==> src/design/srsl_defs.vh <==
/*
 Snoop response state logic constants: snoop codes, line states, response bits.
 Assumes inclusion by the single design module; definitions only.
*/
`ifndef SRSL_DEFS_VH
`define SRSL_DEFS_VH
// Snoop codes on the snoop address channel.
`define SRSL_SNP_READONCE 4'h0
`define SRSL_SNP_READCLEAN 4'h2
`define SRSL_SNP_READNSD 4'h3
`define SRSL_SNP_READSHARED 4'h1
`define SRSL_SNP_READUNIQUE 4'h7
`define SRSL_SNP_CLEANINV 4'h9
`define SRSL_SNP_CLEANSHARED 4'h8
`define SRSL_SNP_MAKEINV 4'hd
// Line states: bit0 valid, bit1 dirty, bit2 unique.
`define SRSL_ST_I 3'h0
`define SRSL_ST_SC 3'h1
`define SRSL_ST_SD 3'h3
`define SRSL_ST_UC 3'h5
`define SRSL_ST_UD 3'h7
`define SRSL_ST_VALID 0
`define SRSL_ST_DIRTY 1
`define SRSL_ST_UNIQUE 2
// Response bit positions.
`define SRSL_RESP_DATA 0
`define SRSL_RESP_ERR 1
`define SRSL_RESP_PASSDIRTY 2
`define SRSL_RESP_ISSHARED 3
`define SRSL_RESP_WASUNIQUE 4
// Local pending write or evict kinds.
`define SRSL_WR_NONE 2'h0
`define SRSL_WR_CLEAN 2'h1
`define SRSL_WR_BACK 2'h2
`define SRSL_WR_EVICT 2'h3
`endif

==> src/design/srsl_snoop_resp.v <==
/*
 Snoop response logic for one cache line slot of a cached master.
 Takes a snoop on the address channel, picks a legal end state, answers on
 the response channel, then sends the line on the data channel if needed.
 Assumes the line store supplies the current state and data by index, and
 takes the end-state update strobe.  One clock, synchronous reset.
*/
//
// Summary of operation
// [RULE1] Dirty line gives data except on invalidate-only.
// [RULE2] Read shared snoops end Shared or Invalid.
// [RULE3] Invalidating snoops leave no copy.
// [RULE4] Clean-shared snoop ends Clean or Invalid.
// [RULE5] Dirty stays dirty only without PassDirty.
// [RULE6] No upgrade in validity, dirtiness or uniqueness.
// [RULE7] Never UniqueDirty to UniqueClean.
// [RULE8] Write-back only with held responsibility.
// [RULE9] Pending write or evict applies first.
// [RULE10] ReadOnce keeps; read-shared picks shared ends.
// [RULE11] Clean-shared ends I, SC or kept UC.
// [RULE12] IsShared high exactly when line stays valid.
// [RULE13] Dirty to clean asserts PassDirty.
// [RULE14] Dirty to Invalid asserts PassDirty normally.
// [RULE15] Invalidate-only may drop PassDirty freely.
// [RULE16] Response bits follow the state change.
// [RULE17] Address, then response, then optional data.
// [RULE18] DataTransfer bit announces data phase.
// [RULE19] No response before address handshake.
// [RULE20] Dirty data made available except on invalidate-only.
// [RULE21] WasUnique only from a unique start.
// [RULE22] State updates when response accepted.
`timescale 1ns/100ps
`include "srsl_defs.vh"
module srsl_snoop_resp #(
	parameter ADDR_W = 32,
	parameter DATA_W = 32,
	parameter BEATS = 4,
	parameter BEAT_W = 2
) (
	// Clock and reset
	input wire clk,
	input wire reset,
	// Snoop address channel
	input wire acValid,
	output wire acReady,
	input wire [ADDR_W-1:0] acAddr,
	input wire [3:0] acSnoop,
	// Snoop response channel
	output reg crValid,
	input wire crReady,
	output reg [4:0] crResp,
	// Snoop data channel
	output reg cdValid,
	input wire cdReady,
	output reg [DATA_W-1:0] cdData,
	output reg cdLast,
	// Line store side
	output reg [ADDR_W-1:0] lineAddr,
	input wire [2:0] lineState,
	input wire [1:0] pendWrite,
	output reg [BEAT_W-1:0] lineBeat,
	input wire [DATA_W-1:0] lineData,
	output reg stateWe,
	output reg [2:0] stateNew
);
	localparam S_IDLE = 2'h0;
	localparam S_RESP = 2'h1;
	localparam S_DATA = 2'h2;
	localparam S_EVAL = 2'h3;
	reg [1:0] state;
	reg [2:0] endState;
	reg [3:0] snoop;
	reg [2:0] startState;
	reg [2:0] next_end;
	reg [4:0] next_resp;
	reg [BEAT_W-1:0] beat;

	// Pending write-clean cleans the line; write-back or evict drops it.
	function [2:0] srsl_apply_write;
		input [2:0] st;
		input [1:0] wr;
		begin
			if (wr == `SRSL_WR_EVICT)
				srsl_apply_write = `SRSL_ST_I;
			else if (wr == `SRSL_WR_BACK)
				srsl_apply_write = `SRSL_ST_I;
			else if (wr == `SRSL_WR_CLEAN && st[`SRSL_ST_VALID])
				srsl_apply_write = st & 3'h5;
			else
				srsl_apply_write = st;
		end
	endfunction

	// Only one snoop is in flight, so the address is taken only when idle.
	assign acReady = (state == S_IDLE);

	always @* begin
		next_end = `SRSL_ST_I;
		next_resp = 5'h00;
		case (snoop)
		// [RULE10] ReadOnce keeps state
		`SRSL_SNP_READONCE: begin
			next_end = startState;
		end
		// [RULE2] read-shared end states
		`SRSL_SNP_READCLEAN, `SRSL_SNP_READNSD, `SRSL_SNP_READSHARED: begin
			// [RULE10] SD only from dirty
			next_end = startState & 3'h3;
		end
		// [RULE11] clean-shared ends clean
		`SRSL_SNP_CLEANSHARED: begin
			// [RULE4] drop the dirty bit
			if (startState == `SRSL_ST_UC)
				next_end = `SRSL_ST_UC;
			else if (startState[`SRSL_ST_VALID])
				next_end = `SRSL_ST_SC;
			else
				next_end = `SRSL_ST_I;
		end
		// [RULE3] invalidating snoops and unknown codes
		default: begin
			next_end = `SRSL_ST_I;
		end
		endcase
		// [RULE6] no upgrade by construction
		// [RULE7] UD never becomes UC
		// [RULE12] IsShared when valid
		next_resp[`SRSL_RESP_ISSHARED] = next_end[`SRSL_ST_VALID];
		// [RULE13] dirty to clean passes
		// [RULE14] dirty to invalid passes
		// [RULE15] MakeInvalid discards dirty
		// [RULE5] kept dirty needs no pass
		// [RULE16] response matches change
		next_resp[`SRSL_RESP_PASSDIRTY] = startState[`SRSL_ST_DIRTY] &&
			!next_end[`SRSL_ST_DIRTY] && snoop != `SRSL_SNP_MAKEINV;
		// [RULE1] data when dirty
		// [RULE20] dirty data available
		// [RULE18] DataTransfer announces data
		next_resp[`SRSL_RESP_DATA] = startState[`SRSL_ST_VALID] &&
			snoop != `SRSL_SNP_MAKEINV &&
			(startState[`SRSL_ST_DIRTY] || snoop == `SRSL_SNP_READONCE ||
			snoop == `SRSL_SNP_READCLEAN || snoop == `SRSL_SNP_READNSD ||
			snoop == `SRSL_SNP_READSHARED || snoop == `SRSL_SNP_READUNIQUE);
		// [RULE21] WasUnique from unique
		next_resp[`SRSL_RESP_WASUNIQUE] = startState[`SRSL_ST_UNIQUE];
	end

	always @(posedge clk) begin
		if (reset) begin
			state <= S_IDLE;
			snoop <= 4'h0;
			startState <= 3'h0;
			endState <= 3'h0;
			lineAddr <= {ADDR_W{1'b0}};
			crValid <= 1'b0;
			crResp <= 5'h00;
			cdValid <= 1'b0;
			cdData <= {DATA_W{1'b0}};
			cdLast <= 1'b0;
			beat <= {BEAT_W{1'b0}};
			lineBeat <= {BEAT_W{1'b0}};
			stateWe <= 1'b0;
			stateNew <= 3'h0;
		end else begin
			stateWe <= 1'b0;
			case (state)
			S_IDLE: begin
				// [RULE19] wait for address handshake
				if (acValid) begin
					lineAddr <= acAddr;
					snoop <= acSnoop;
					state <= S_EVAL;
				end
			end
			S_EVAL: begin
				// [RULE9] pending write applied first
				// [RULE8] cleaned line loses write-back right
				startState <= srsl_apply_write(lineState, pendWrite);
				state <= S_RESP;
			end
			S_RESP: begin
				// The response word is loaded with valid, so it never shows
				// a stale value while the interconnect may accept it.
				if (!crValid) begin
					crValid <= 1'b1;
					crResp <= next_resp;
					endState <= next_end;
				end
				// [RULE17] response before data
				if (crValid && crReady) begin
					crValid <= 1'b0;
					// [RULE22] update on acceptance
					stateWe <= 1'b1;
					stateNew <= next_end;
					beat <= {BEAT_W{1'b0}};
					lineBeat <= {BEAT_W{1'b0}};
					state <= next_resp[`SRSL_RESP_DATA] ? S_DATA : S_IDLE;
				end
			end
			S_DATA: begin
				if (!cdValid || cdReady) begin
					if (cdValid && cdLast) begin
						cdValid <= 1'b0;
						cdLast <= 1'b0;
						state <= S_IDLE;
					end else begin
						cdValid <= 1'b1;
						cdData <= lineData;
						cdLast <= (beat == BEATS - 1);
						beat <= beat + 1'b1;
						lineBeat <= beat + 1'b1;
					end
				end
			end
			default: begin
				state <= S_IDLE;
			end
			endcase
		end
	end
endmodule

==> config.mk <==
export PLATFORM = sky130hd
export DESIGN_NAME = srsl_snoop_resp
export DESIGN_NICKNAME = d
export VERILOG_FILES = /design/src/design/srsl_snoop_resp.v
export VERILOG_INCLUDE_DIRS = /design/src /design/src/design
export SDC_FILE = /design/constraint.sdc
export NUM_CORES = 1
export LEC_CHECK = 0
export BUFFER_PORTS_ARGS = -buffer_cell sky130_fd_sc_hd__clkbuf_2
export CAP_MARGIN = 15
export CORE_MARGIN = 3
export CORE_UTILIZATION = 49
export CTS_CLUSTER_DIAMETER = 30
export DETAILED_ROUTE_END_ITERATION = 12
export GPL_ROUTABILITY_DRIVEN = 1
export PLACE_DENSITY = 0.84
export SLEW_MARGIN = 30
export SYNTH_ARGS = -nofsm -noshare
export SYNTH_HDL_FRONTEND = slang
export SYNTH_SLANG_ARGS = --single-unit
==> constraint.sdc <==
create_clock -name clk -period 2.5 [get_ports clk]
set_clock_uncertainty 0.1 [all_clocks]
set_input_delay 0.375 -clock clk [delete_from_list [all_inputs] [get_ports clk]]
set_output_delay 0.375 -clock clk [all_outputs]
set_load 0.02 [all_outputs]
==> impl_metrics.toml, run 1 <==
[die]
die_y_um = 87.2
ios = 157
die-area_um2 = 7600
initial_utilization = 0.524
rows = 28
fp.dieW_um = 87.2
core_um2 = 6170

[sta]
rsz0062_at_grt = "no"
holdWs_ps = 142
post-route-period-util = 0.774
hold_viol_final = 0
setup_tns_ps = 0
drv_slew = 0
relSlewSlack = 0.486
setup_viol = 0
fin_crit_ps = 1940
max_clock_freq_mhz = 517
tightest_slew_ps = 769

[yosys]
synth_area_leader_cell = "dfxtp_1"
syn_area_per_cell_um2 = 8.12
synth_top_area_share = 0.533
synth_nets = 481
synth_ff_type = "dfxtp_1"
ys_warn_count = 0
ys_seq_area_frac = 0.533
synthArstFlopShare = 0
netlist_instances = 398
synth.distinct_cells = 36
syn-cell-area_um2 = 3230
synth-edff-count = 0
ys_ff_latch = 86
synthTopCellsByArea = "dfxtp_1 53%, nand2_1 17%, a21oi_1 12%"

[worst_setup_path]
crit_slowest_cell = "dfxtp_1"
crit_arrival_ps = 2030
critPathRequiredTime_ps = 2600
end_kind = "register"
reg2reg_depth = 6
start_kind = "register"
max_stage_delay_ps = 380
cp_cell_sequence = "inv_1 > ha_1 > and3b_4 > nor4_4 > mux2i_1 > nor2_1"
critical_path.max_fanout = 11
critical_path_class = "reg -> reg"

[routing]
antenna_left = 0
viasPerCell = 5.02
wirelength_mm = 8.10
drt_pre_antenna_iters = 4
post_drt_wl_per_cell_um = 12.9
first_iter_violations = 91
routed-via-count = 3144
drc = 0

[power]
vdd_drop_max_uv = 515
power_w = 0.00412
powerDensity_nw_per_um2 = 971
leakage_nw = 1.93

[global_route]
track_usage = 0.216
grt_antenna_before_repair = 0
grt_max_degree = 38
grt_pass1_wl_mm = 13.1
grt_pass1_vias = 3003
overflow = 0

[clock_tree]
root_buffer = "clkbuf_8"
post_cts_buffers = 0
htreeDepth = 3
cts-resized-gates = 0
clockBufferDepth = 2
cts_buffers = 9
clk_latency_ps = 340
path_clk_slew_ps = 90
hold_buffers = 0
clock-sinks = 86
cts_tree = "yes"

[layout]
final_cell_mix = "155 x clkbuf_2, 146 x nand2_1, 86 x dfxtp_1, 75 x a21oi_1, 14 x nor2_1"
nets = 629
final_area_um2 = 4240
drive_gt1_frac = 0.330
nFillCells = 509
final_common_cell = "clkbuf_2"
area_growth_syn_to_layout_pct = 31.2
antenna_cells = 0

[flow_run]
drv_cap = 0

[min_path]
hold_path_depth = 3
hold_class = "in -> reg"

[run_status]
status = "finished clean"

[placement]
dpl_cell_area_um2 = 4060
dp_hpwl_mm = 6.01
io_buffers = 155
place.gp.congestion = 0.782
-- sequential cells by signal (all words and copies together), names as in the netlist --
signal	cells
cdData	32
lineAddr	32
crResp	4
snoop	4
startState	3
stateNew	3
beat	2
state	2
cdLast	1
cdValid	1
crValid	1
stateWe	1
-- through the flow --
| stage | utilization | worst slack (ps) | cells |
|---|---|---|---|
| global route | 0.687 | 408 | 626 |
| finish | 0.687 | 564 | 626 |
| CTS | 0.687 | 573 | 626 |
| global placement | 0.657 | 498 | 610 |
| detailed placement | 0.658 | 577 | 610 |
| floorplan | - | 770 | 398 |
-- worst max-delay path, delay by kind of cell, from the launching register on --
kind | cells | cell delay [ps]
simple gates | 3 | 650
flops | 1 | 380
fa+ha+maj | 1 | 350
mux | 1 | 230
buf+inv | 1 | 80
-- worst paths after layout --
kind,to,from,slack (ps)
worst min register to register,lineAddr[11]$_SDFFE_PP0P_,lineAddr[11]$_SDFFE_PP0P_,360
worst max register to register,beat[0]$_SDFFE_PP0P_,state[0]$_SDFFE_PP0P_,560
worst min-delay path,lineAddr[26]$_SDFFE_PP0P_,acAddr[26],140
worst max-delay path,beat[0]$_SDFFE_PP0P_,state[0]$_SDFFE_PP0P_,560
-- cell type report --
type	count	area, um2	share of cell area
Sequential cell	86	1720	0.406
Clock buffer	13	159	0.0375
Tap cell	75	93.8	0.0221
Timing Repair Buffer	162	841	0.198
Inverter	5	18.8	0.00443
Multi-Input combinational cell	282	1390	0.327
Clock inverter	3	18.8	0.00443
-- cells in the mapped netlist, types with 3 or more instances --
cell	number
nand2_1	146
dfxtp_1	86
inv_1	5
a21oi_1	75
a211oi_1	3
nand3_1	3
clkbuf_1	9
o21ai_0	4
a22oi_1	3
nor2b_1	3
nor2_1	14
ha_1	5
buf_1	3
nand2b_1	3
buf_2	12
-- routing by layer --
layer,wire (um),GRT usage,vias to the layer above
li1,-,-,1599
met1,3330,0.250,1397
met2,3820,0.362,132
met3,796,0.0719,16
met4,150,0.0948,0
met5,0,0,-
-- kinds of logic after synthesis --
| group | Yosys count | share of synthesized area |
|---|---|---|
| AOI/OAI and AO/OA | 94 | 0.167 |
| and+or+nand+nor | 180 | 0.233 |
| other | 1 | 0.00116 |
| muxes | 2 | 0.00620 |
| buffers and inverters | 30 | 0.0407 |
| DFF | 86 | 0.533 |
| adders and majority gates | 5 | 0.0194 |
-- report_power, final --
group          switching, W  internal (W)  total (W)
Clock              0.000464      0.000415   0.000879
Sequential         0.000164       0.00162    0.00179
Combinational      0.000946      0.000502    0.00145
Total               0.00157       0.00254    0.00412
Power figures use the tool's default switching activity.
==> run 2: changes to the inputs <==
- CORE_UTILIZATION: 49 -> 46
- PLACE_DENSITY: 0.84 -> 0.8
- clock period: 2.5 -> 1.8 ns (I/O delays scaled with it)
==> run 2 against run 1 <==
  * Total power grew 45%
  * Core utilization down 2.4 points
  * Final area increased by 2.8%
  * Clock power rose by 49%
  * Critical endpoint is now state[1]$_SDFFE_PP0P_
  * Largest cell class unchanged
  * Largest power group unchanged
  * Highest routed layer unchanged
==> impl_metrics.toml, run 2 (synthesized netlist as in run 1, its figures left out) <==
[run_status]
status = "finished clean"

[worst_setup_path]
reg2reg_depth = 6
reg2reg_to = "state[1]$_SDFFE_PP0P_"
crit_arrival_ps = 1880
critPathRequiredTime_ps = 1950
r2r-start = "state[0]$_SDFFE_PP0P_"
r2r_setup_slack_ps = 70
critical_path.max_fanout = 7
start_kind = "register"
critical_path_class = "reg -> reg"
end_kind = "register"

[min_path]
hold_end = "lineAddr[18]$_SDFFE_PP0P_"
min_from = "acAddr[18]"
hold_class = "in -> reg"
hold_path_depth = 3

[layout]
top_regs = "cdData (32), lineAddr (32)"
nFillCells = 567
drive_gt1_frac = 0.344
antenna_cells = 0
multi_input_comb_area_um2 = 1390
final_area_um2 = 4360
nets = 635
final_common_cell = "clkbuf_2"
fin_util = 0.664
area_growth_syn_to_layout_pct = 34.9
final_cell_mix = "155 x clkbuf_2, 146 x nand2_1, 85 x dfxtp_1, 75 x a21oi_1, 14 x nor2_1"
seqCellArea_um2 = 1730

[die]
die_y_um = 89.8
ios = 157
rows = 29
die-area_um2 = 8060
fp.dieW_um = 89.8
core_um2 = 6570
initial_utilization = 0.492

[sta]
fin_crit_ps = 1730
post-route-period-util = 0.960
setup_tns_ps = 0
hold_viol_final = 0
max_clock_freq_mhz = 579
rsz0062_at_grt = "yes"
drv_slew = 0
setup_viol = 0
holdWs_ps = 45.7

[global_route]
grt_pass1_vias = 3102
overflow = 0
grt_max_degree = 41
grt_antenna_before_repair = 0
grt_pass1_wl_mm = 13.6
track_usage = 0.200

[routing]
first_iter_violations = 107
viasPerCell = 4.90
post_drt_wl_per_cell_um = 12.7
wirelength_mm = 8.23
antenna_left = 0
routed-via-count = 3182
drc = 0
drt_pre_antenna_iters = 4

[placement]
dpl_cell_area_um2 = 4140
place.gp.congestion = 0.761
dp_hpwl_mm = 6.16
io_buffers = 155

[power]
leakage_nw = 1.97
power_w = 0.00598
powerDensity_nw_per_um2 = 1370
vdd_drop_max_uv = 664

[clock_tree]
path_clk_slew_ps = 80
clockBufferDepth = 2
htreeDepth = 3
clk_latency_ps = 340
cts_buffers = 9
root_buffer = "clkbuf_8"
cts_tree = "yes"
clock-sinks = 86

[flow_run]
drv_cap = 0
==> run 2: cell types whose count changed in the layout (fill, tap and decap cells not counted), sizes merged <==
cell,before,now
clkinv,3,2
buf,7,13
clkinvlp,0,1
clkbuf,168,166
bufinv,0,1
==> run 2: through the flow <==
step | std cells | setup WS, ps
floorplan | 398 | 69.8
global placement | 632 | 92.9
detailed placement | 632 | 11.4
CTS | 647 | 44.1
global route | 649 | -50.4
finish | 649 | 71.4
==> run 2: metal layers <==
metal,share of wire,GRT usage,vias to the layer above
li1,-,-,1611
met1,0.42,0.239,1440
met2,0.48,0.341,118
met3,0.076,0.0576,13
met4,0.019,0.0754,0
met5,0,0,-
==> run 2: what timing repair did <==
item,CTS,global route
gates resized for setup,1,3
setup endpoints to repair,1,4
pin swaps,0,2
buffers inserted,0,2
hold buffers,0,0
==> run 2: critical path, stage by stage, from the launching register on <==
cell and delay [ps]:
dfxtp_4 370, inv_1 60, ha_2 220, and3b_4 210, a2111oi_4 410, nor2_1 110, a211oi_2 190
==> run 2: area by class of cell <==
cell class	instances	share of cell area
clock inverters	4	0.0109
well taps	93	0.0267
multi-input cells	282	0.318
clock buffers	11	0.0324
flip-flops and latches	86	0.396
repair buffers	168	0.212
inverters	5	0.00431
==> run 2: worst max path at each step <==
stage                          startpoint                     to  slack, ps  cells after the start
floorplan           state[0]$_SDFFE_PP0P_  state[1]$_SDFFE_PP0P_         70                      6
global placement    state[0]$_SDFFE_PP0P_  state[0]$_SDFFE_PP0P_         90                      6
detailed placement  state[0]$_SDFFE_PP0P_   beat[0]$_SDFFE_PP0P_         10                      6
CTS                 state[0]$_SDFFE_PP0P_   beat[0]$_SDFFE_PP0P_         40                      6
global route        state[0]$_SDFFE_PP0P_  state[1]$_SDFFE_PP0P_        -50                      6
finish              state[0]$_SDFFE_PP0P_  state[1]$_SDFFE_PP0P_         70                      6
==> run 2: power breakdown <==
group	internal [W]	switching (W)	total (W)
logic	0.000829	0.00135	0.00218
clock network	0.000668	0.000638	0.00131
registers	0.00226	0.000232	0.00249
total	0.00376	0.00222	0.00598
